**src/rtl/qdcd_pkg.sv**
```systemverilog
// Purpose: Constants for the quad DAC serial command decoder
// Assumes: 24-bit command frames, MSB first
// Notes: Function register is 6 bits wide
package qdcd_pkg;
  // ----------------------------------------
  // Frame layout
  // ----------------------------------------
  localparam int FRAME_BITS = 24;
  localparam logic [4:0] FRAME_LAST = 5'h17;
  localparam int RW_POS = 23;
  localparam int ZERO_POS = 22;
  localparam int REG_HI = 21;
  localparam int REG_LO = 19;
  localparam int ADDR_HI = 18;
  localparam int ADDR_LO = 16;
  localparam int DATA_HI = 15;
  // ----------------------------------------
  // Register select codes
  // ----------------------------------------
  localparam logic [2:0] SEL_FUNC = 3'h0;
  localparam logic [2:0] SEL_DATA = 3'h2;
  localparam logic [2:0] SEL_CGAIN = 3'h3;
  localparam logic [2:0] SEL_FGAIN = 3'h4;
  localparam logic [2:0] SEL_OFFS = 3'h5;
  // ----------------------------------------
  // Channel address codes and function addresses
  // ----------------------------------------
  localparam logic [2:0] CH_A = 3'h0;
  localparam logic [2:0] CH_B = 3'h1;
  localparam logic [2:0] CH_C = 3'h2;
  localparam logic [2:0] CH_D = 3'h3;
  localparam logic [2:0] CH_ALL = 3'h4;
  localparam logic [2:0] FN_NOP = 3'h0;
  localparam logic [2:0] FN_CTRL = 3'h1;
  localparam logic [2:0] FN_CLEAR = 3'h4;
  localparam logic [2:0] FN_LOAD = 3'h5;
  // ----------------------------------------
  // Function register fields and reset value
  // ----------------------------------------
  localparam int FB_LGND = 5;
  localparam int FB_P1DIR = 4;
  localparam int FB_P1VAL = 3;
  localparam int FB_P0DIR = 2;
  localparam int FB_P0VAL = 1;
  localparam int FB_SODIS = 0;
  localparam logic [5:0] FUNC_RST = 6'h00;
endpackage

```
**src/rtl/qdcd_top.sv**
```systemverilog
// Purpose: Serial command decoder and function register of a quad DAC
// Assumes: Link pins asynchronous, sampled at 25 MHz via two flops
// Notes: Analog registers are reported as select strobes only
//
// Contract
// - Bit 23 is read/write flag
// - Bit 22 zero; select, address, data fields
// - Decode register select codes
// - Decode channel address codes
// - Select 000 uses address for function
// - Address 000 is no-operation
// - Address 001 stores control bits 5..0
// - Local ground offset enable, reset cleared
// - Direction bit sets output, reset input
// - Output pin drives last written value
// - Input pin value bit reads level
// - Input pin ignores written value bit
// - Serial output disable bit, reset enabled
// - Address 100 clears all outputs
// - Address 101 loads all outputs
// - Act only on exactly 24 falling edges
// - Read data shifted out next frame
// - Output changes on rising clock edge
`timescale 1ns/100ps
module qdcd_top (
  // Clock and reset
  input wire logic core_clk_i,
  input wire logic sys_rst_i,
  // Serial link
  input wire logic sclk_i,
  input wire logic sync_n_i,
  input wire logic sdin_i,
  output logic serial_out_pin_o,
  output logic serial_out_pin_oe_o,
  // Auxiliary pins
  input wire logic aux_pin_zero_i,
  output logic aux_pin_zero_o,
  output logic aux_pin_zero_oe_o,
  input wire logic aux_pin_one_i,
  output logic aux_pin_one_o,
  output logic aux_pin_one_oe_o,
  // Ground offset enable, decoded command strobes and write fields
  output logic lgnd_adj_en_o,
  output logic clear_all_o,
  output logic load_all_o,
  output logic reg_wr_o,
  output logic [2:0] reg_sel_o,
  output logic [3:0] chan_mask_o,
  output logic [15:0] reg_data_o,
  // Readback data from analog registers
  input wire logic [15:0] rd_data_i
);
  // ----------------------------------------
  // Synchronisers and edge detect
  // ----------------------------------------
  logic [1:0] sclk_s_r, sync_s_r, sdin_s_r, p0_s_r, p1_s_r;
  logic sclk_d_r, sync_d_r;
  always_ff @(posedge core_clk_i) begin
    sclk_s_r <= {sclk_s_r[0], sclk_i};
    sync_s_r <= {sync_s_r[0], sync_n_i};
    sdin_s_r <= {sdin_s_r[0], sdin_i};
    p0_s_r <= {p0_s_r[0], aux_pin_zero_i};
    p1_s_r <= {p1_s_r[0], aux_pin_one_i};
    sclk_d_r <= sclk_s_r[1];
    sync_d_r <= sync_s_r[1];
  end
  wire sclk_fall = sclk_d_r & ~sclk_s_r[1];
  wire sclk_rise = ~sclk_d_r & sclk_s_r[1];
  wire sync_rise = ~sync_d_r & sync_s_r[1];
  wire sync_fall = sync_d_r & ~sync_s_r[1];
  wire in_frame = ~sync_s_r[1];

  // ----------------------------------------
  // Input shift register and edge count
  // ----------------------------------------
  logic [23:0] shift_r;
  logic [4:0] cnt_r;
  logic over_r;
  always_ff @(posedge core_clk_i) begin
    if (sys_rst_i || sync_fall) begin
      cnt_r <= 5'h00;
      over_r <= 1'b0;
    end else if (in_frame && sclk_fall) begin
      if (cnt_r == qdcd_pkg::FRAME_LAST + 5'h01) over_r <= 1'b1;
      else cnt_r <= cnt_r + 5'h01;
    end
    if (sys_rst_i) shift_r <= 24'h000000;
    else if (in_frame && sclk_fall) shift_r <= {shift_r[22:0], sdin_s_r[1]};
  end
  wire frame_ok = sync_rise && !over_r && (cnt_r == qdcd_pkg::FRAME_LAST + 5'h01);

  // ----------------------------------------
  // Field decode
  // ----------------------------------------
  wire rd_req = shift_r[qdcd_pkg::RW_POS];
  wire zero_ok = ~shift_r[qdcd_pkg::ZERO_POS];
  wire [2:0] sel = shift_r[qdcd_pkg::REG_HI:qdcd_pkg::REG_LO];
  wire [2:0] adr = shift_r[qdcd_pkg::ADDR_HI:qdcd_pkg::ADDR_LO];
  wire [15:0] dat = shift_r[qdcd_pkg::DATA_HI:0];

  function automatic logic [3:0] qdcd_chan(input logic [2:0] a);
    case (a)
      qdcd_pkg::CH_A: qdcd_chan = 4'h1;
      qdcd_pkg::CH_B: qdcd_chan = 4'h2;
      qdcd_pkg::CH_C: qdcd_chan = 4'h4;
      qdcd_pkg::CH_D: qdcd_chan = 4'h8;
      qdcd_pkg::CH_ALL: qdcd_chan = 4'hf;
      default: qdcd_chan = 4'h0;
    endcase
  endfunction

  wire is_func = (sel == qdcd_pkg::SEL_FUNC);
  wire is_anreg = (sel == qdcd_pkg::SEL_DATA) || (sel == qdcd_pkg::SEL_CGAIN) ||
    (sel == qdcd_pkg::SEL_FGAIN) || (sel == qdcd_pkg::SEL_OFFS);
  wire [3:0] chmask = qdcd_chan(adr);
  wire go = frame_ok && zero_ok;
  wire wr_go = go && !rd_req;
  wire fn_ctrl = wr_go && is_func && (adr == qdcd_pkg::FN_CTRL);
  wire fn_clear = wr_go && is_func && (adr == qdcd_pkg::FN_CLEAR);
  wire fn_load = wr_go && is_func && (adr == qdcd_pkg::FN_LOAD);
  // Nop and unlisted codes reach no state below
  wire an_wr = wr_go && is_anreg && (chmask != 4'h0);

  // ----------------------------------------
  // Function register
  // ----------------------------------------
  logic [5:0] func_r;
  logic [5:0] func_nxt;
  always_comb begin
    func_nxt = func_r;
    if (fn_ctrl) begin
      func_nxt = dat[5:0];
      if (!dat[qdcd_pkg::FB_P1DIR]) func_nxt[qdcd_pkg::FB_P1VAL] = func_r[qdcd_pkg::FB_P1VAL];
      if (!dat[qdcd_pkg::FB_P0DIR]) func_nxt[qdcd_pkg::FB_P0VAL] = func_r[qdcd_pkg::FB_P0VAL];
    end
  end
  always_ff @(posedge core_clk_i) begin
    if (sys_rst_i) func_r <= qdcd_pkg::FUNC_RST;
    else func_r <= func_nxt;
  end
  // Readback value: input pins show live level
  wire [5:0] func_view = {func_r[5:4],
    func_r[qdcd_pkg::FB_P1DIR] ? func_r[qdcd_pkg::FB_P1VAL] : p1_s_r[1],
    func_r[2],
    func_r[qdcd_pkg::FB_P0DIR] ? func_r[qdcd_pkg::FB_P0VAL] : p0_s_r[1],
    func_r[0]};

  // ----------------------------------------
  // Readback and serial output
  // ----------------------------------------
  logic rd_pend_r;
  logic [23:0] out_r;
  logic so_bit_r;
  wire rd_go = go && rd_req;
  wire [15:0] rd_word = is_func ? {10'h000, func_view} : rd_data_i;
  always_ff @(posedge core_clk_i) begin
    if (sys_rst_i) begin
      rd_pend_r <= 1'b0;
      out_r <= 24'h000000;
      so_bit_r <= 1'b0;
    end else begin
      if (sync_rise) rd_pend_r <= rd_go;
      if (rd_go) out_r <= {8'h00, rd_word};
      else if (sync_fall && !rd_pend_r) out_r <= 24'h000000;
      if (in_frame && sclk_rise) begin
        so_bit_r <= out_r[23];
        out_r <= {out_r[22:0], 1'b0};
      end
    end
  end

  // ----------------------------------------
  // Output registers
  // ----------------------------------------
  always_ff @(posedge core_clk_i) begin
    if (sys_rst_i) begin
      serial_out_pin_o <= 1'b0;
      serial_out_pin_oe_o <= 1'b0;
      aux_pin_zero_o <= 1'b0;
      aux_pin_zero_oe_o <= 1'b0;
      aux_pin_one_o <= 1'b0;
      aux_pin_one_oe_o <= 1'b0;
      lgnd_adj_en_o <= 1'b0;
      clear_all_o <= 1'b0;
      load_all_o <= 1'b0;
      reg_wr_o <= 1'b0;
      reg_sel_o <= 3'h0;
      chan_mask_o <= 4'h0;
      reg_data_o <= 16'h0000;
    end else begin
      serial_out_pin_o <= so_bit_r;
      serial_out_pin_oe_o <= ~func_r[qdcd_pkg::FB_SODIS];
      aux_pin_zero_o <= func_r[qdcd_pkg::FB_P0VAL];
      aux_pin_zero_oe_o <= func_r[qdcd_pkg::FB_P0DIR];
      aux_pin_one_o <= func_r[qdcd_pkg::FB_P1VAL];
      aux_pin_one_oe_o <= func_r[qdcd_pkg::FB_P1DIR];
      lgnd_adj_en_o <= func_r[qdcd_pkg::FB_LGND];
      clear_all_o <= fn_clear;
      load_all_o <= fn_load;
      reg_wr_o <= an_wr;
      if (an_wr) begin
        reg_sel_o <= sel;
        chan_mask_o <= chmask;
        reg_data_o <= dat;
      end
    end
  end

  // ----------------------------------------
  // Assertions
  // ----------------------------------------
  a_ctrl_write_lgnd: assert property (@(posedge core_clk_i) disable iff (sys_rst_i)
    fn_ctrl |-> ##2 lgnd_adj_en_o == $past(dat[qdcd_pkg::FB_LGND], 2))
    else $error("ground offset enable not stored");
  a_clear_pulse: assert property (@(posedge core_clk_i) disable iff (sys_rst_i)
    clear_all_o |-> $past(frame_ok) && $past(sel) == qdcd_pkg::SEL_FUNC &&
      $past(adr) == qdcd_pkg::FN_CLEAR)
    else $error("clear without clear command");
  a_load_pulse: assert property (@(posedge core_clk_i) disable iff (sys_rst_i)
    load_all_o |-> $past(frame_ok) && $past(adr) == qdcd_pkg::FN_LOAD && !$past(rd_req))
    else $error("load without load command");
  // Short or long frames must leave the function register and every strobe alone
  a_frame_count: assert property (@(posedge core_clk_i) disable iff (sys_rst_i)
    (sync_rise && (over_r || cnt_r != qdcd_pkg::FRAME_LAST + 5'h01)) |=>
      $stable(func_r) && !clear_all_o && !load_all_o && !reg_wr_o)
    else $error("frame with wrong edge count acted on");
  a_input_ignore: assert property (@(posedge core_clk_i) disable iff (sys_rst_i)
    (fn_ctrl && !dat[qdcd_pkg::FB_P0DIR]) |=>
      func_r[qdcd_pkg::FB_P0VAL] == $past(func_r[qdcd_pkg::FB_P0VAL]))
    else $error("input pin value overwritten");
  a_pin_drive: assert property (@(posedge core_clk_i) disable iff (sys_rst_i)
    (fn_ctrl && dat[qdcd_pkg::FB_P0DIR]) |-> ##2
      aux_pin_zero_oe_o && aux_pin_zero_o == $past(dat[qdcd_pkg::FB_P0VAL], 2))
    else $error("output pin not driving value");
  a_nop_stable: assert property (@(posedge core_clk_i) disable iff (sys_rst_i)
    (go && is_func && adr == qdcd_pkg::FN_NOP) |=>
      $stable(func_r) && !clear_all_o && !load_all_o)
    else $error("nop changed state");
  // First edge after reset still shows the reset value of the enable
  a_serial_out_enable: assert property (@(posedge core_clk_i) disable iff (sys_rst_i)
    !$past(sys_rst_i) |-> serial_out_pin_oe_o == !$past(func_r[qdcd_pkg::FB_SODIS]))
    else $error("serial output enable wrong");
  a_serial_out_edge: assert property (@(posedge core_clk_i) disable iff (sys_rst_i)
    $changed(so_bit_r) |-> $past(sclk_rise))
    else $error("serial output changed off rising edge");
  c_ctrl_write: cover property (@(posedge core_clk_i) fn_ctrl);
  c_read_req: cover property (@(posedge core_clk_i) rd_go);
  c_clear_cmd: cover property (@(posedge core_clk_i) fn_clear);
  c_an_write: cover property (@(posedge core_clk_i) an_wr);
endmodule // qdcd_top

```
**config.mk**
```make
export PLATFORM = sky130hd
export DESIGN_NAME = qdcd_top
export DESIGN_NICKNAME = d
export VERILOG_FILES = /design/src/rtl/qdcd_pkg.sv /design/src/rtl/qdcd_top.sv
export SDC_FILE = /design/constraint.sdc
export NUM_CORES = 1
export LEC_CHECK = 0
export BUFFER_PORTS_ARGS = -buffer_cell sky130_fd_sc_hd__buf_2
export CORE_MARGIN = 1.5
export CORE_UTILIZATION = 40
export DETAILED_ROUTE_END_ITERATION = 8
export PLACE_DENSITY_LB_ADDON = 0.12
export REMOVE_ABC_BUFFERS = 1
export SETUP_SLACK_MARGIN = 0.02
export SYNTH_ARGS = -nofsm -noshare
export SYNTH_HDL_FRONTEND = slang
export SYNTH_SLANG_ARGS = --single-unit
```
**constraint.sdc**
```tcl
create_clock -name core_clk_i -period 5.1 [get_ports core_clk_i]
set_input_delay 1.02 -clock core_clk_i [delete_from_list [all_inputs] [get_ports core_clk_i]]
set_output_delay 1.02 -clock core_clk_i [all_outputs]
set_load 0.01 [all_outputs]
```
==> impl_metrics.env <==
export IMPL_post_cts_buffers=0
export IMPL_syn_instance_count=455
export IMPL_multi_input_area_mm2=0.00164
export IMPL_tritoncts="yes"
export IMPL_synth_compound_area_frac=0.184
export IMPL_die_y_um=102
export IMPL_synth_edf_count=0
export IMPL_drc=0
export IMPL_cts_resized=0
export IMPL_post_drt_wl_per_cell_um=13.4
export IMPL_intPower_mw=1.03
export IMPL_gp_congestion=0.732
export IMPL_layout_min_cycle_time_ns=2.56
export IMPL_startpoint_type="register"
export IMPL_finalCritPeriodShare=0.502
export IMPL_ys_types=39
export IMPL_tns_ns=0
export IMPL_leakagePower_nw=1.56
export IMPL_synthAdderAreaFrac=0.00634
export IMPL_reg2reg_depth=4
export IMPL_start_util=0.408
export IMPL_fmax_mhz=390
export IMPL_async_flop_share=0
export IMPL_synthSimpleGateAreaFrac=0.199
export IMPL_crit_path_end_kind="register"
export IMPL_grt_pass1_wl_mm=13.8
export IMPL_path_class="register to register"
export IMPL_area_growth_syn_to_layout_pct=13.4
export IMPL_crit_arrival_ns=2.84
export IMPL_firstDrtPassIters=4
export IMPL_clk_pin_slew_worst_paths_ns=0.10
export IMPL_coreArea_mm2=0.00968
export IMPL_seqPwrFrac=0.627
export IMPL_num_rows=36
export IMPL_relSlewSlack=0.244
export IMPL_setup_viol=0
export IMPL_power_mw=1.35
export IMPL_clock_sinks=107
export IMPL_io_buffers=55
export IMPL_hold_class="register to register"
export IMPL_p_sw_frac=0.234
export IMPL_fill_cells=1000
export IMPL_synth_top_family_by_area="simple AND/OR/NAND/NOR gates"
export IMPL_drive_gt1_frac=0.160
export IMPL_power_switching_mw=0.316
export IMPL_antenna_left=0
export IMPL_grt_max_degree=63
export IMPL_fp_dieW_um=102
export IMPL_vias=3240
export IMPL_vdd_drop_max_uv=138
export IMPL_cts_root_buffer="clkbuf_8"
export IMPL_syn_avg_cell_area_um2=8.68
export IMPL_ctsHtreeMaxLevel=3
export IMPL_crit_end="out_r[3]"
export IMPL_synth_xor_area_frac=0.0155
export IMPL_cts_buffer_depth=2
export IMPL_track_usage=0.167
export IMPL_antenna_found_initial=0
export IMPL_antenna_cells=0
export IMPL_p_comb_frac=0.034
export IMPL_tightestPinTransition_ns=1.13
export IMPL_synth_seq_cells=107
export IMPL_power_density_mw_per_mm2=302
export IMPL_die_area_mm2=0.0105
export IMPL_ys_flop_type="dfxtp_1"
export IMPL_critPathRequiredTime_ns=5.38
export IMPL_synth_area_mux_share=0.00760
export IMPL_rr_startpoint="sync_s_r[1]"
export IMPL_cap_viol_max_count=0
export IMPL_final_nets=514
export IMPL_grt_overflow_total=0
export IMPL_numCtsBuffers=9
export IMPL_r2r_end="out_r[3]"
export IMPL_hold_viol=0
export IMPL_crit_start="sync_s_r[1]"
export IMPL_insertion_delay_ns=0.36
export IMPL_yosysSeqAreaShare=0.542
export IMPL_p_clk_frac=0.339
export IMPL_final_max_slew_viol_count=0
export IMPL_status="finished, final reports clean"
export IMPL_grt_pass1_vias=2894
export IMPL_via_per_inst=5.17
export IMPL_grt_setup_unrepaired="false"
export IMPL_regToRegSetupSlack_ns=2.54
export IMPL_place_hpwl_mm=5.28
export IMPL_drtIter0Drc=168
export IMPL_drt_wl_total_mm=8.39
export IMPL_regArea_mm2=0.00214
export IMPL_cts_hold_buffers=0
export IMPL_num_io_pins=56
export IMPL_yosysWarnings=0
export IMPL_finClkSkew_ns=0.0129
export IMPL_worstPathMaxFanout=31
export IMPL_synthesis_area_mm2=0.00395
stage by stage:
step | utilization | instance area [µm²] | hold slack [ns] | instances | setup WS, ns
6_report | 0.462 | 4480 | 0.335 | 627 | 2.54
5_1_grt | 0.462 | 4480 | 0.350 | 627 | 2.23
4_1_cts | 0.462 | 4480 | 0.338 | 627 | 2.56
3_5_place_dp | 0.445 | 4310 | 0.314 | 611 | 2.52
3_3_place_gp | 0.445 | 4310 | 0.311 | 611 | 2.51
2_1_floorplan | - | 3800 | 0.310 | 417 | 2.03
cell families (layout without fill, tap and decap cells):
logic type	Yosys count	after routing
flip-flops	107	107
XOR/XNOR	7	7
multiplexers	3	3
AND/OR/NAND/NOR	164	164
buffers and inverters	47	86
AO/OA/AOI/OAI	125	125
adder cells (fa/ha/maj)	2	2
critical path: stages (launching register included):
cell and delay [ns]:
dfxtp_1 0.47, nor4b_1 0.45, nand3_1 0.88, a211o_1 0.52, a31oi_1 0.15
synthesized netlist by cell type (2+ instances only):
cell type	n	area [µm²]
mux2i_1	3	30.0
clkbuf_1	37	139
xnor2_1	3	26.3
nand4b_1	2	17.5
a22oi_1	10	75.1
inv_1	9	33.8
o21ai_0	24	120
a211o_1	2	17.5
or3_1	2	12.5
nor2b_1	6	37.5
a31oi_1	7	43.8
nand4_1	5	31.3
or4_1	3	22.5
dfxtp_1	107	2140
a21o_1	5	37.5
xor2_1	4	35.0
nor2_1	18	67.6
nor3_1	5	25.0
ha_1	2	25.0
nor4b_1	2	17.5
a32oi_1	8	70.1
nand3_1	40	200
nand2_1	68	255
a21oi_1	64	320
nor3b_1	5	37.5
cells in the final DEF, fill, tap and decap left out, types with 2 or more instances in the layout:
| master | count |
|---|---|
| a211o_1 | 2 |
| a21o_1 | 5 |
| a21oi_1 | 64 |
| a22oi_1 | 10 |
| a31oi_1 | 7 |
| a32oi_1 | 8 |
| buf_2 | 55 |
| buf_4 | 6 |
| clkbuf_8 | 9 |
| clkinv_2 | 2 |
| clkinv_4 | 2 |
| clkinvlp_4 | 2 |
| dfxtp_1 | 107 |
| ha_1 | 2 |
| inv_1 | 9 |
| mux2i_1 | 3 |
| nand2_1 | 68 |
| nand3_1 | 40 |
| nand4_1 | 5 |
| nand4b_1 | 2 |
| nor2_1 | 18 |
| nor2b_1 | 6 |
| nor3_1 | 4 |
| nor3b_1 | 3 |
| nor3b_2 | 2 |
| nor4b_1 | 2 |
| o21ai_0 | 24 |
| or3_1 | 2 |
| or4_1 | 3 |
| xnor2_1 | 3 |
| xor2_1 | 4 |
registers in the layout (all words and copies together) (netlist names), 2 cells and up:
register,cells
chan_mask_o,4
cnt_r,5
func_r,6
out_r,24
p0_s_r,2
p1_s_r,2
reg_data_o,16
reg_sel_o,3
sclk_s_r,2
sdin_s_r,2
shift_r,24
sync_s_r,2
layer usage:
layer | vias to the layer above | routed length [µm] | global-route usage
met5 | - | 0 | 0
met4 | 0 | 102 | 0.0537
met3 | 10 | 273 | 0.0328
met2 | 50 | 3850 | 0.262
met1 | 1518 | 4170 | 0.231
li1 | 1662 | - | -
area by class of cell:
class                           instances  share of cell area
Tap cell                              133              0.0372
Clock inverter                          6             0.00950
Multi-Input combinational cell        301               0.367
Timing Repair Buffer                   61              0.0715
Sequential cell                       107               0.478
Inverter                                9             0.00755
Clock buffer                           10              0.0285
worst min path at each step:
stage | from | to | slack [ns] | cells after the start
after floorplan | p0_s_r[0] | p0_s_r[1] | 0.31 | 0
after global placement | sclk_s_r[0] | sclk_s_r[1] | 0.31 | 0
after detailed placement | p0_s_r[0] | p0_s_r[1] | 0.31 | 0
after CTS | sclk_s_r[0] | sclk_s_r[1] | 0.34 | 0
after global routing | p1_s_r[0] | p1_s_r[1] | 0.35 | 0
final | p0_s_r[0] | p0_s_r[1] | 0.33 | 0
power groups by stage:
stage / registers (mW) / clock network [mW] / logic, mW
final: 0.847 / 0.457 / 0.0462
after global routing: 0.848 / 0.512 / 0.0509
after CTS: 0.847 / 0.477 / 0.0467
after detailed placement: 0.866 / 0 / 0.0465
after global placement: 0.866 / 0 / 0.0465
after floorplan: 0.866 / 0 / 0.0162
No activity file was read; power rests on OpenSTA's default activity.
